<file path="src/hdl/ncfh_map.svh">
`ifndef NCFH_MAP_SVH
`define NCFH_MAP_SVH

// Register byte offsets on the Wishbone slave.
`define NCFH_REG_CTRL      8'h00
`define NCFH_REG_STATUS    8'h04
`define NCFH_REG_COUNT     8'h08
`define NCFH_REG_LAST_CMD  8'h0c
`define NCFH_REG_LAST_PAY  8'h10

// Control register fields and reset value.
`define NCFH_CTRL_ADDR_LSB 0
`define NCFH_CTRL_EN_BIT   16
`define NCFH_CTRL_RST      32'h0001_0001

// Status register fields.
`define NCFH_ST_BUSY_BIT   0
`define NCFH_ST_ASYNC_BIT  1
`define NCFH_ST_RESP_BIT   2
`define NCFH_ST_DROP_BIT   3
`define NCFH_ST_UNK_BIT    4

// Frame geometry: 80 bits in three 32-bit words.
`define NCFH_FRAME_BITS    80
`define NCFH_WORD_BITS     32
`define NCFH_FRAME_WORDS   2'd3

// Command identifier fields.
`define NCFH_ID_FLAG_BIT   15
`define NCFH_ID_CODE_MSB   14

// Address fields.
`define NCFH_AD_DB_LSB     0
`define NCFH_AD_DU_LSB     3
`define NCFH_AD_MB_LSB     6
`define NCFH_AD_DUC_BIT    9
`define NCFH_AD_CUC_BIT    10
`define NCFH_AD_COMBINED_COINCIDENCE_CONTROLLER_FLAG_BIT   11
`define NCFH_AD_MBC_BIT    12
`define NCFH_AD_HOST_BIT   14
`define NCFH_AD_BCAST_BIT  15

// Command codes (low fifteen bits of the identifier).
`define NCFH_CMD_PING      15'h0001
`define NCFH_CMD_MODE      15'h0003
`define NCFH_CMD_SCOPE     15'h0005
`define NCFH_CMD_TRIGMASK  15'h0009
`define NCFH_CMD_TDC       15'h0101
`define NCFH_CMD_THRESH    15'h0106

// Time digitiser control payloads.
`define NCFH_TDC_P_RESET   32'h0000_0080
`define NCFH_TDC_P_CAL     32'h0000_0002
`define NCFH_TDC_P_NORMAL  32'h0000_0004

// Power-up defaults of the configurable components.
`define NCFH_DEF_MODE      32'h0000_0000
`define NCFH_DEF_SCOPE     32'h0200_0100
`define NCFH_DEF_TRIGMASK  32'hffff_ffff
`define NCFH_DEF_THRESH    32'h0000_0000

`endif

</file>
<file path="src/hdl/ncfh_pkg.sv">
package ncfh_pkg;
    // Operating state of the high-resolution time digitiser.
    typedef enum logic [1:0] {
        NCFH_TDC_NORMAL,
        NCFH_TDC_RESET,
        NCFH_TDC_CAL
    } ncfh_tdc_t;

    // Execution state of the command engine.
    typedef enum logic [1:0] {
        NCFH_EX_IDLE,
        NCFH_EX_RUN,
        NCFH_EX_DONE
    } ncfh_exec_t;
endpackage

</file>
<file path="src/hdl/ncfh_node.sv">
`timescale 1ns/10ps
`include "ncfh_map.svh"
// What this block does
// - Commands and responses move as 32-bit serial words.
// - Parent writes command, later reads child response.
// - Frame: id, source, destination, 32-bit payload.
// - Function decoded from identifier bits 14 to 0.
// - Responses carry identifier bit 15 set.
// - Busy non-blocking child ignores other commands.
// - Destination marks receiver; shared address layout.
// - Address holds board, unit, multiplexer numbers.
// - Address bits 9-12 flag controller kinds.
// - Bit 14 flags host; bit 13 unused.
// - Destination bit 15 broadcasts; matching board responds.
// - Configurable parts take defaults at power-up.
// - Identifier 1 is a ping.
// - Identifier 3 selects acquisition mode.
// - Identifier 5 writes waveform capture settings.
// - Identifier 9 writes per-channel trigger mask.
// - Identifier 0x101 resets, calibrates, normalises digitiser.
// - Identifier 0x106 sets energy trigger threshold.
module ncfh_node #(
    parameter int EXEC_CYCLES = 16    // Cycles a command takes to execute.
) (
    input  wire logic                clk_sys_in,        // System clock, 25 MHz.
    input  wire logic                rst_n_in,          // Asynchronous reset, low.
    input  wire logic                wb_cyc_in,         // Wishbone cycle.
    input  wire logic                wb_stb_in,         // Wishbone strobe.
    input  wire logic                wb_we_in,          // Wishbone write enable.
    input  wire logic [7:0]          wb_adr_in,         // Wishbone byte address.
    input  wire logic [3:0]          wb_sel_in,         // Wishbone byte lanes.
    input  wire logic [31:0]         wb_dat_in,         // Wishbone write data.
    output logic      [31:0]         wb_dat_out,        // Wishbone read data.
    output logic                     wb_ack_out,        // Wishbone acknowledge.
    input  wire logic                spi_sclk_in,       // Link clock from parent.
    input  wire logic                spi_cs_n_in,       // Word select, low.
    input  wire logic                spi_mosi_in,       // Data from parent.
    output logic                     spi_miso_out,      // Data to parent.
    output logic                     spi_miso_oe_out,   // Drive enable of miso.
    output logic      [31:0]         acq_mode_out,      // Acquisition mode.
    output logic      [31:0]         scope_cfg_out,     // Waveform capture settings.
    output logic      [31:0]         trig_mask_out,     // Per-channel trigger mask.
    output logic      [31:0]         dac_threshold_out, // Energy threshold value.
    output ncfh_pkg::ncfh_tdc_t      tdc_state_out,     // Time digitiser state.
    output logic                     busy_out           // Command executing.
);
    import ncfh_pkg::*;

    // Elaboration check on the execution length.
    if (EXEC_CYCLES < 1 || EXEC_CYCLES > 65535) begin : g_chk
        $error("EXEC_CYCLES out of range");
    end

    localparam logic [15:0] EXEC_LAST = 16'(EXEC_CYCLES - 1); // Last count value.

    // Returns word i of an 80-bit frame, most significant part first.
    function automatic logic [31:0] frame_word(input logic [79:0] f, input logic [1:0] i);
        logic [31:0] w;
        w = 32'h0000_0000;
        unique case (i)
            2'd0: w = f[79:48];
            2'd1: w = f[47:16];
            default: w = {f[15:0], 16'h0000}; // Padding is zero.
        endcase
        return w;
    endfunction

    // Synchronisers for the three link inputs.
    logic [1:0] sclk_sync;   // Link clock, two stages.
    logic [1:0] cs_sync;     // Select, two stages.
    logic [1:0] mosi_sync;   // Data, two stages.
    logic       sclk_prev;   // Last synchronised link clock.
    logic       cs_prev;     // Last synchronised select.

    // Edge strobes derived from the second synchroniser stage only.
    logic sclk_rise;  // Parent samples our data and we sample its data.
    logic sclk_fall;  // We move our next bit out.
    logic cs_fall;    // Word starts.
    logic cs_rise;    // Word ends.

    // Link shift state.
    logic [31:0] rx_shift;   // Incoming word.
    logic [31:0] tx_shift;   // Outgoing word.
    logic [5:0]  bit_count;  // Bits taken in the current word.
    logic [1:0]  word_idx;   // Position of the word in the frame.
    logic [79:0] rx_frame;   // Frame being assembled.
    logic        frame_done; // Pulse: a whole frame has arrived.

    // Command engine state.
    ncfh_exec_t  exec_state;   // Engine state.
    logic [15:0] exec_count;   // Cycles spent executing.
    logic [79:0] cmd_frame;    // Command being executed.
    logic        cmd_async;    // Running command is non-blocking.
    logic        cmd_reply;    // Running command wants a reply.
    logic [79:0] resp_frame;   // Response waiting to be read.
    logic        resp_valid;   // Response is pending.
    logic        resp_sending; // The current read frame carries the response.
    logic        dropped;      // Sticky: a command was ignored while busy.
    logic        unknown;      // Sticky: an unknown code arrived.
    logic [31:0] cmd_count;    // Commands accepted.

    // Register file.
    logic [31:0] ctrl;        // Own address and enable.
    logic [31:0] next_rdata;  // Read mux output.

    // Decoded fields of the arriving frame.
    logic [15:0] rx_id;
    logic [15:0] rx_src;
    logic [15:0] rx_dst;
    logic [15:0] own_addr;
    logic        rx_for_us;  // Accept the frame.
    logic        rx_reply;   // Reply to the frame.

    // Two-stage capture of the link pins.
    always_ff @(posedge clk_sys_in or negedge rst_n_in) begin
        if (!rst_n_in) begin
            sclk_sync <= 2'b00;
            cs_sync   <= 2'b11;
            mosi_sync <= 2'b00;
            sclk_prev <= 1'b0;
            cs_prev   <= 1'b1;
        end else begin
            sclk_sync <= {sclk_sync[0], spi_sclk_in};
            cs_sync   <= {cs_sync[0], spi_cs_n_in};
            mosi_sync <= {mosi_sync[0], spi_mosi_in};
            sclk_prev <= sclk_sync[1];
            cs_prev   <= cs_sync[1];
        end
    end

    // Clock edges only count while the word is selected.
    assign sclk_rise = sclk_sync[1] & ~sclk_prev & ~cs_sync[1];
    assign sclk_fall = ~sclk_sync[1] & sclk_prev & ~cs_sync[1];
    assign cs_fall   = ~cs_sync[1] & cs_prev;
    assign cs_rise   = cs_sync[1] & ~cs_prev;

    // Receive side: shift bits in on rising link clock, MSB first.
    always_ff @(posedge clk_sys_in or negedge rst_n_in) begin
        if (!rst_n_in) begin
            rx_shift  <= 32'h0000_0000;
            bit_count <= 6'd0;
        end else if (cs_fall) begin
            bit_count <= 6'd0;
        end else if (sclk_rise && bit_count < 6'd32) begin
            rx_shift  <= {rx_shift[30:0], mosi_sync[1]};
            bit_count <= bit_count + 6'd1;
        end
    end

    // Word assembly: three full words make one frame; short words are dropped.
    always_ff @(posedge clk_sys_in or negedge rst_n_in) begin
        if (!rst_n_in) begin
            word_idx   <= 2'd0;
            rx_frame   <= '0;
            frame_done <= 1'b0;
        end else begin
            frame_done <= 1'b0;
            if (cs_rise && bit_count == 6'd32) begin
                unique case (word_idx)
                    2'd0: rx_frame[79:48] <= rx_shift;
                    2'd1: rx_frame[47:16] <= rx_shift;
                    default: rx_frame[15:0] <= rx_shift[31:16];
                endcase
                if (word_idx == `NCFH_FRAME_WORDS - 2'd1) begin
                    word_idx   <= 2'd0;
                    frame_done <= 1'b1;
                end else begin
                    word_idx <= word_idx + 2'd1;
                end
            end
        end
    end

    // Transmit side: load at word start, shift on falling link clock.
    always_ff @(posedge clk_sys_in or negedge rst_n_in) begin
        if (!rst_n_in) begin
            tx_shift <= 32'h0000_0000;
        end else if (cs_fall) begin
            // A pending response is read out; otherwise zeros go back.
            tx_shift <= resp_valid ? frame_word(resp_frame, word_idx) : 32'h0000_0000;
        end else if (sclk_fall) begin
            tx_shift <= {tx_shift[30:0], 1'b0};
        end
    end

    // Miso is driven only while a word is selected.
    assign spi_miso_out    = tx_shift[31];
    assign spi_miso_oe_out = ~cs_sync[1];

    // Field split of the arrived frame.
    assign rx_id    = rx_frame[79:64];
    assign rx_src   = rx_frame[63:48];
    assign rx_dst   = rx_frame[47:32];
    assign own_addr = ctrl[`NCFH_CTRL_ADDR_LSB +: 16];

    // Broadcast accepts everything; only the matching board replies.
    assign rx_reply  = (rx_dst[14:0] == own_addr[14:0]);
    assign rx_for_us = rx_dst[`NCFH_AD_BCAST_BIT] | rx_reply;

    // Command engine: accept, execute for EXEC_CYCLES, then reply.
    always_ff @(posedge clk_sys_in or negedge rst_n_in) begin
        if (!rst_n_in) begin
            exec_state <= NCFH_EX_IDLE;
            exec_count <= 16'h0000;
            cmd_frame  <= '0;
            cmd_async  <= 1'b0;
            cmd_reply  <= 1'b0;
            dropped    <= 1'b0;
            cmd_count  <= 32'h0000_0000;
        end else begin
            // Software clears the sticky drop flag by writing status bit 3.
            if (wb_cyc_in && wb_stb_in && wb_we_in && !wb_ack_out && wb_sel_in[0]
                && wb_adr_in == `NCFH_REG_STATUS && wb_dat_in[`NCFH_ST_DROP_BIT]) begin
                dropped <= 1'b0;
            end
            // Poll frames (identifier zero) and foreign frames are ignored.
            // A frame refused while busy must not stall the running command.
            if (frame_done && rx_id != 16'h0000 && rx_for_us
                && ctrl[`NCFH_CTRL_EN_BIT] && exec_state != NCFH_EX_IDLE) begin
                dropped <= 1'b1;
            end
            if (frame_done && rx_id != 16'h0000 && rx_for_us
                && ctrl[`NCFH_CTRL_EN_BIT] && exec_state == NCFH_EX_IDLE) begin
                exec_state <= NCFH_EX_RUN;
                exec_count <= 16'h0000;
                cmd_frame  <= rx_frame;
                cmd_async  <= rx_id[`NCFH_ID_FLAG_BIT];
                cmd_reply  <= rx_reply;
                cmd_count  <= cmd_count + 32'h0000_0001;
            end else begin
                unique case (exec_state)
                    NCFH_EX_IDLE: begin
                    end
                    NCFH_EX_RUN: begin
                        if (exec_count == EXEC_LAST) begin
                            exec_state <= NCFH_EX_DONE;
                        end else begin
                            exec_count <= exec_count + 16'h0001;
                        end
                    end
                    NCFH_EX_DONE: begin
                        exec_state <= NCFH_EX_IDLE;
                    end
                endcase
            end
        end
    end

    assign busy_out = (exec_state != NCFH_EX_IDLE);

    // Configuration outputs, loaded with defaults at reset.
    always_ff @(posedge clk_sys_in or negedge rst_n_in) begin
        if (!rst_n_in) begin
            acq_mode_out      <= `NCFH_DEF_MODE;
            scope_cfg_out     <= `NCFH_DEF_SCOPE;
            trig_mask_out     <= `NCFH_DEF_TRIGMASK;
            dac_threshold_out <= `NCFH_DEF_THRESH;
            tdc_state_out     <= NCFH_TDC_NORMAL;
            unknown           <= 1'b0;
        end else begin
            // Software clears the unknown-code flag by writing status bit 4.
            if (wb_cyc_in && wb_stb_in && wb_we_in && !wb_ack_out && wb_sel_in[0]
                && wb_adr_in == `NCFH_REG_STATUS && wb_dat_in[`NCFH_ST_UNK_BIT]) begin
                unknown <= 1'b0;
            end
            // Effects apply when execution completes; set wins over clear.
            if (exec_state == NCFH_EX_DONE) begin
                unique case (cmd_frame[78:64])
                    `NCFH_CMD_PING: begin
                    end
                    `NCFH_CMD_MODE: acq_mode_out <= cmd_frame[31:0];
                    `NCFH_CMD_SCOPE: scope_cfg_out <= cmd_frame[31:0];
                    `NCFH_CMD_TRIGMASK: trig_mask_out <= cmd_frame[31:0];
                    `NCFH_CMD_THRESH: dac_threshold_out <= cmd_frame[31:0];
                    `NCFH_CMD_TDC: begin
                        if (cmd_frame[31:0] == `NCFH_TDC_P_RESET) begin
                            tdc_state_out <= NCFH_TDC_RESET;
                        end else if (cmd_frame[31:0] == `NCFH_TDC_P_CAL) begin
                            tdc_state_out <= NCFH_TDC_CAL;
                        end else if (cmd_frame[31:0] == `NCFH_TDC_P_NORMAL) begin
                            tdc_state_out <= NCFH_TDC_NORMAL;
                        end else begin
                            unknown <= 1'b1;
                        end
                    end
                    default: unknown <= 1'b1;
                endcase
            end
        end
    end

    // Response builder and delivery tracking.
    always_ff @(posedge clk_sys_in or negedge rst_n_in) begin
        if (!rst_n_in) begin
            resp_frame   <= '0;
            resp_valid   <= 1'b0;
            resp_sending <= 1'b0;
        end else begin
            // Mark a read frame as carrying the response when its first word starts.
            if (cs_fall && word_idx == 2'd0) begin
                resp_sending <= resp_valid;
            end
            if (exec_state == NCFH_EX_DONE && cmd_reply) begin
                // Identifier echoed with bit 15 set, addresses swapped.
                resp_frame[79:64] <= {1'b1, cmd_frame[78:64]};
                resp_frame[63:48] <= cmd_frame[47:32] & 16'h7fff;
                resp_frame[47:32] <= cmd_frame[63:48];
                unique case (cmd_frame[78:64])
                    `NCFH_CMD_PING: resp_frame[31:0] <= {16'h0000, own_addr};
                    `NCFH_CMD_MODE,
                    `NCFH_CMD_SCOPE,
                    `NCFH_CMD_TRIGMASK,
                    `NCFH_CMD_TDC,
                    `NCFH_CMD_THRESH: resp_frame[31:0] <= cmd_frame[31:0];
                    default: resp_frame[31:0] <= 32'hffff_ffff;
                endcase
                resp_valid   <= 1'b1;
                resp_sending <= 1'b0;
            end else if (frame_done && resp_sending) begin
                // Third word of the response has been clocked out.
                resp_valid   <= 1'b0;
                resp_sending <= 1'b0;
            end
        end
    end

    // Control register, byte lanes 0 to 2 writable.
    always_ff @(posedge clk_sys_in or negedge rst_n_in) begin
        if (!rst_n_in) begin
            ctrl <= `NCFH_CTRL_RST;
        end else if (wb_cyc_in && wb_stb_in && wb_we_in && !wb_ack_out
                     && wb_adr_in == `NCFH_REG_CTRL) begin
            for (int b = 0; b < 3; b++) begin
                if (wb_sel_in[b]) begin
                    ctrl[b*8 +: 8] <= wb_dat_in[b*8 +: 8];
                end
            end
        end
    end

    // Read multiplexer; unmapped addresses read zero.
    always_comb begin
        next_rdata = 32'h0000_0000;
        unique case (wb_adr_in)
            `NCFH_REG_CTRL:     next_rdata = {15'h0000, ctrl[16:0]};
            `NCFH_REG_STATUS:   next_rdata = {27'h0000000, unknown, dropped,
                                              resp_valid, cmd_async & busy_out,
                                              busy_out};
            `NCFH_REG_COUNT:    next_rdata = cmd_count;
            `NCFH_REG_LAST_CMD: next_rdata = cmd_frame[79:48];
            `NCFH_REG_LAST_PAY: next_rdata = cmd_frame[31:0];
            default:            next_rdata = 32'h0000_0000;
        endcase
    end

    // Wishbone answer: ack one cycle after the strobe, for one cycle.
    always_ff @(posedge clk_sys_in or negedge rst_n_in) begin
        if (!rst_n_in) begin
            wb_ack_out <= 1'b0;
            wb_dat_out <= 32'h0000_0000;
        end else begin
            wb_ack_out <= wb_cyc_in & wb_stb_in & ~wb_ack_out;
            if (wb_cyc_in && wb_stb_in && !wb_ack_out && !wb_we_in) begin
                wb_dat_out <= next_rdata;
            end
        end
    end
endmodule

</file>
<file path="config.mk">
export PLATFORM = sky130hd
export DESIGN_NAME = ncfh_node
export DESIGN_NICKNAME = d
export VERILOG_FILES = /design/src/hdl/ncfh_pkg.sv /design/src/hdl/ncfh_node.sv
export VERILOG_INCLUDE_DIRS = /design/src /design/src/hdl
export SDC_FILE = /design/constraint.sdc
export NUM_CORES = 1
export LEC_CHECK = 0
export BUFFER_PORTS_ARGS = -buffer_cell sky130_fd_sc_hd__buf_2
export CAP_MARGIN = 25
export CORE_MARGIN = 2
export CORE_UTILIZATION = 40
export DETAILED_ROUTE_END_ITERATION = 8
export PLACE_DENSITY = 0.67
export SYNTH_ARGS = -nofsm -noshare
export SYNTH_HDL_FRONTEND = slang
export SYNTH_SLANG_ARGS = --single-unit
</file>
<file path="constraint.sdc">
create_clock -name clk_sys_in -period 2.4 [get_ports clk_sys_in]
set_input_delay 0.12 -clock clk_sys_in [delete_from_list [all_inputs] [get_ports clk_sys_in]]
set_output_delay 0.12 -clock clk_sys_in [all_outputs]
set_load 0.1 [all_outputs]
</file>
# Word level (Yosys, flattened, before mapping)
# Cells that the tools add are included.
# classes
addsub	4
n_lt_le_gt_ge	1
eq_ne	22
n_mux	33
bitwise	17
n_reduce_logical	52
# op_table
op	count
32-bit case mux with 5 select lines	1
32-bit case mux with 2 select lines	2
32-bit two-way mux	3
16-bit two-way mux	3
32-bit by 1-bit adder with 32-bit output (second input constant)	1
32-bit by 2-bit equality test with 1-bit output (second input constant)	1
32-bit by 3-bit equality test with 1-bit output (second input constant)	1
32-bit by 8-bit equality test with 1-bit output (second input constant)	1
15-bit by 9-bit equality test with 1-bit output (second input constant)	2
2-bit AND reduction	13
1-bit logical AND	20
16-bit by 1-bit adder with 16-bit output (second input constant)	1
16-bit by 4-bit equality test with 1-bit output (second input constant)	1
8-bit by 4-bit equality test with 1-bit output (second input constant)	2
16-bit nonzero test	1
15-bit by 1-bit equality test with 1-bit output (second input constant)	1
15-bit equality test	1
15-bit by 2-bit equality test with 1-bit output (second input constant)	1
15-bit by 3-bit equality test with 1-bit output (second input constant)	1
15-bit by 4-bit equality test with 1-bit output (second input constant)	1
1-bit two-way mux	14
2-bit two-way mux	6
6-bit two-way mux	2
2-bit nonzero test	6
22 further kinds	43
# word_totals
ff_bits	556
inputBits	52

# Logic depth before layout (Yosys ltp)
# depth
ltp_word	12
depth_mapped	9
mapped_depth_nobuf	7

# Worst setup path after synthesis
# OpenSTA, ideal clock, no wires.
# synth_timing
kind	register to register
start	reg cs_sync[1]
end	reg tx_shift[10]
arrival_ns	2.310
required_ns	2.317
setup_slack_ns	0.008
path_stages_with_launch	7
n_path_buf	1
period_less_slack_ns	2.392
cell_sequence	dfstp_2 -> inv_1 -> nand2_1 -> nor3_1 -> clkbuf_1 -> a22oi_1 -> o21ai_0
# synth_between
elab_chain_cells	3
word_cells_on_any_way	5
cone_classes	mux: 1; bitwise: 3; reduce/logical: 1
# synth_rtl
item	line	rtl
from (decl)	ncfh_node.sv:70	logic [1:0] cs_sync;
from (signal assigned)	ncfh_node.sv:124	cs_sync <= {cs_sync[0], spi_cs_n_in};
1-bit inverter (*)	-	
via spi_miso_oe_out	ncfh_node.sv:39	output logic spi_miso_oe_out,
1-bit AND, on equally long branches	ncfh_node.sv:134, ncfh_node.sv:133	
32-bit two-way mux or 2-bit nonzero test (tied branches)	-	
to (signal assigned)	ncfh_node.sv:180	tx_shift <= resp_valid ? frame_word(resp_frame, word_idx) : 32'h0000_0000;
to (signal assigned)	ncfh_node.sv:182	tx_shift <= {tx_shift[30:0], 1'b0};
to (decl)	ncfh_node.sv:83	logic [31:0] tx_shift;
# Mark *: on every way through the listed nets, which the timed path passes. The rest lies on a longest branch.
# A chain may end at the register's enable or synchronous reset.

# Final worst setup path
# layout_timing
start	reg ctrl[10]
end	reg cmd_frame[43]
# layout_between
elab_chain_cells	5
# layout_rtl
item	line	rtl
from (decl)	ncfh_node.sv:103	logic [31:0] ctrl;
from (signal assigned)	ncfh_node.sv:330	ctrl <= `NCFH_CTRL_RST;
from (signal, indexed assignment)	ncfh_node.sv:335	ctrl[b*8 +: 8] <= wb_dat_in[b*8 +: 8];
15-bit equality test	ncfh_node.sv:197	assign rx_reply = (rx_dst[14:0] == own_addr[14:0]);
1-bit OR	ncfh_node.sv:198	assign rx_for_us = rx_dst[`NCFH_AD_BCAST_BIT] | rx_reply;
1-bit logical AND (3 in a row)	ncfh_node.sv:222	if (frame_done && rx_id != 16'h0000 && rx_for_us
to (signal assigned)	ncfh_node.sv:226	cmd_frame <= rx_frame;
to (decl)	ncfh_node.sv:92	logic [79:0] cmd_frame;
# No other way between the ends.

==> results.json <==
{
  "syn_area_per_cell_um2": 12.4,
  "worstSetupStartpointType": "register",
  "crit_type": "reg -> reg",
  "root_buffer": "clkbuf_16",
  "synth-edff-count": 0,
  "p_per_area_mw_per_mm2": 660,
  "cp_slowest_stage_delay_ps": 480,
  "numCtsBuffers": 54,
  "setup_viol": 48,
  "drc_errors": 0,
  "cpMaxStageDelayCell": "or4_4",
  "critPathRequiredTime_ps": 2900,
  "path_clk_slew_ps": 60,
  "core_mm2": 0.0576,
  "ys_seq_area_share_pct": 59.7,
  "antenna_found_initial": 2,
  "vias": 16400,
  "vdd_drop_max_v": 0.000593,
  "grt_max_degree": 84,
  "dp_hpwl_um": 47700,
  "rsz0062_at_grt": "true",
  "cts_buffer_depth": 3,
  "dieHeight_um": 245,
  "final_cells": 3004,
  "wl_per_cell_um": 22.5,
  "utilization_pct": 49.4,
  "netlist_area_mm2": 0.0233,
  "fin_nets": 2248,
  "clk_latency_ps": 640,
  "grt_pass1_wl_um": 103000,
  "ys_ff_latch": 554,
  "path_cells": "xnor2_1, nand4_1, or4_4, o31a_4, nor2_4, buf_12, buf_12, mux2_2",
  "ys_warn_count": 0,
  "first_global_vias": 16600,
  "clock_skew_ps": 36.2,
  "violations": "negative setup slack",
  "drv_cap": 0,
  "drtAntennaViolNets": 0,
  "clockPowerShare_pct": 47.1,
  "io_buffers": 201,
  "start_util_pct": 40.4,
  "switching_share_pct": 22.2,
  "worst_slew_pin_slew_ps": 688,
  "syn_inst": 1881,
  "seq_power_share_pct": 50.4,
  "dieArea_mm2": 0.0602,
  "chipWidth_um": 245,
  "placementRows": 88,
  "layout_min_cycle_time_ps": 2440,
  "cts_tree": "done",
  "fin_ws_ps": -35.7,
  "drtPass1Iterations": 6,
  "io_pins": 218,
  "area_growth_pct": 22.2,
  "gp_congestion": 0.997,
  "globalRouteOverflowTotal": 0,
  "final_common_cell": "dfrtp_1",
  "synthesis.nets": 1937,
  "path_common_cell": "buf_12",
  "drive_above_1_share_pct": 38.6,
  "vias_per_cell": 5.44,
  "hold_class": "in -> async",
  "p_leak_nw": 14.3,
  "wl_um": 67600,
  "final_cell_mix": "dfrtp_1 (515), mux2_2 (348), nand2_1 (279), buf_2 (200), buf_4 (111)",
  "worst_ep_arrival_time_ps": 2940,
  "status": "finished with violations",
  "p_switching_mw": 4.17,
  "end_kind": "register",
  "power_mw": 18.8,
  "synth_ff_type": "dfrtp_1",
  "worstPathMaxFanout": 19,
  "combPwrFrac_pct": 2.6,
  "synth.distinct_cells": 66,
  "max_freq_ghz": 0.411,
  "h-tree-depth": 2,
  "clock-sinks": 554,
  "async_flop_share_pct": 100,
  "first_iter_violations": 1061,
  "post-place-cells": 2868,
  "grt_usage_pct": 22.3,
  "hold_viol": 0,
  "period_share_pct": 101,
  "p_int_mw": 14.6,
  "slew_viol_final": 0,
  "slew_headroom_pct": 53.8
}
-- power groups by stage --
stage	Clock [mW]	Combinational (mW)	Sequential [mW]
6_report	8.84	0.481	9.46
5_1_grt	9.34	0.538	9.46
4_1_cts	9.00	0.492	9.46
3_5_place_dp	0	0.458	9.63
3_3_place_gp	0	0.442	9.63
2_1_floorplan	0	0.144	9.61
-- Yosys cell counts (all sizes together), types with 2 or more instances --
cell,instances,area [um2]
dfstp,39,1020
mux2i,22,220
nand2b,4,25.0
a22o,16,140
or3,3,23.8
nor3,32,171
nand2,281,1050
xnor2,18,158
a222oi,16,160
o21ai,97,485
mux2,352,3960
o22ai,4,25.0
a21o,16,120
and3,12,75.1
nor2,58,228
xor2,48,420
nor4,30,194
ha,4,50.1
nand3,23,120
nand4,18,119
nand4b,2,17.5
nor3b,6,55.1
and4,4,35.0
nor2b,6,37.5
clkbuf,67,253
nor4b,9,100
dfrtp,515,12900
or4,7,60.1
a22oi,47,353
and2,3,18.8
inv,12,45.0
a21oi,48,240
buf,46,263
-- state kept, by name, indices dropped and copies added, names as in the netlist, 2 cells and up --
| register | flops |
|---|---|
| wb_dat_out | 32 |
| rx_shift | 32 |
| scope_cfg_out | 32 |
| ctrl | 17 |
| tx_shift | 32 |
| exec_state | 2 |
| trig_mask_out | 32 |
| sclk_sync | 2 |
| dac_threshold_out | 32 |
| cs_sync | 2 |
| bit_count | 6 |
| tdc_state_out | 2 |
| resp_frame | 79 |
| cmd_frame | 79 |
| cmd_count | 32 |
| exec_count | 16 |
| word_idx | 2 |
| acq_mode_out | 32 |
| mosi_sync | 2 |
| rx_frame | 80 |
-- cells by family after synthesis --
kind of cell             Yosys count  synth area share, %
buffers and inverters            125                 2.41
flip-flops                       554                 59.7
multiplexers                     374                 18.0
AO/OA/AOI/OAI                    256                 7.04
XOR/XNOR                          66                 2.48
AND/OR/NAND/NOR                  502                 10.2
adder cells (fa/ha/maj)            4                0.215
-- final timing paths --
kind	start	to	slack [ps]	cells after the start
hold reg to reg	sclk_sync[0]	sclk_sync[1]	350	0
min in group clk_sys_in	wb_adr_in[2]	wb_dat_out[1]	100	3
setup / recovery	ctrl[10]	cmd_frame[43]	-40	8
hold / removal	rst_n_in	acq_mode_out[8]	40	2
setup reg to reg	ctrl[10]	cmd_frame[43]	-40	8
max in group asynchronous	rst_n_in	resp_frame[72]	1390	3
-- layer usage --
metal | up-vias | wire length, um | track usage (%)
li1 | 7286 | - | -
met4 | 2 | 3240 | 10.3
met5 | - | 13 | 0
met3 | 140 | 4640 | 4.73
met1 | 8382 | 27500 | 29.0
met2 | 546 | 32200 | 35.9
-- per-stage QoR --
step / TNS, ps / hold slack, ps / area, um2 / setup WS [ps]
after global placement: -3680 / 118 / 26100 / -105
final: -996 / 39.5 / 28500 / -35.7
after CTS: -169 / 48.6 / 28200 / -20.4
after detailed placement: -2880 / 132 / 26100 / -108
after global routing: -6370 / 88.1 / 28400 / -116
after floorplan: 0 / -176 / 23300 / 7.86
-- cell type report --
type                    count  area (um2)
clock buffers              71        1540
well taps                 765         957
diodes                      3        7.51
repair buffers            368        2720
clock inverters            29         330
multi-input cells        1202        8950
inverters                  12        45.0
flip-flops and latches    554       13900
fillers                  4948       29100
-- critical path, delay by kind of cell (launching register included) --
family | cells | cell delay [ps]
buffers and inverters | 2 | 310
AND/OR/NAND/NOR | 3 | 750
flip-flops | 1 | 390
multiplexers | 1 | 350
AO/OA/AOI/OAI | 1 | 330
XOR/XNOR | 1 | 170
-- repair_timing --
action,4_1_cts,5_1_grt
setup buffers,1,3
hold buffers,25,0
setup endpoints to repair,56,154
cloned,0,3
hold endpoints to repair,297,0
pin swaps,2,1
gates resized for setup,1,22
Note: power is estimated with default switching activity, not from simulation.
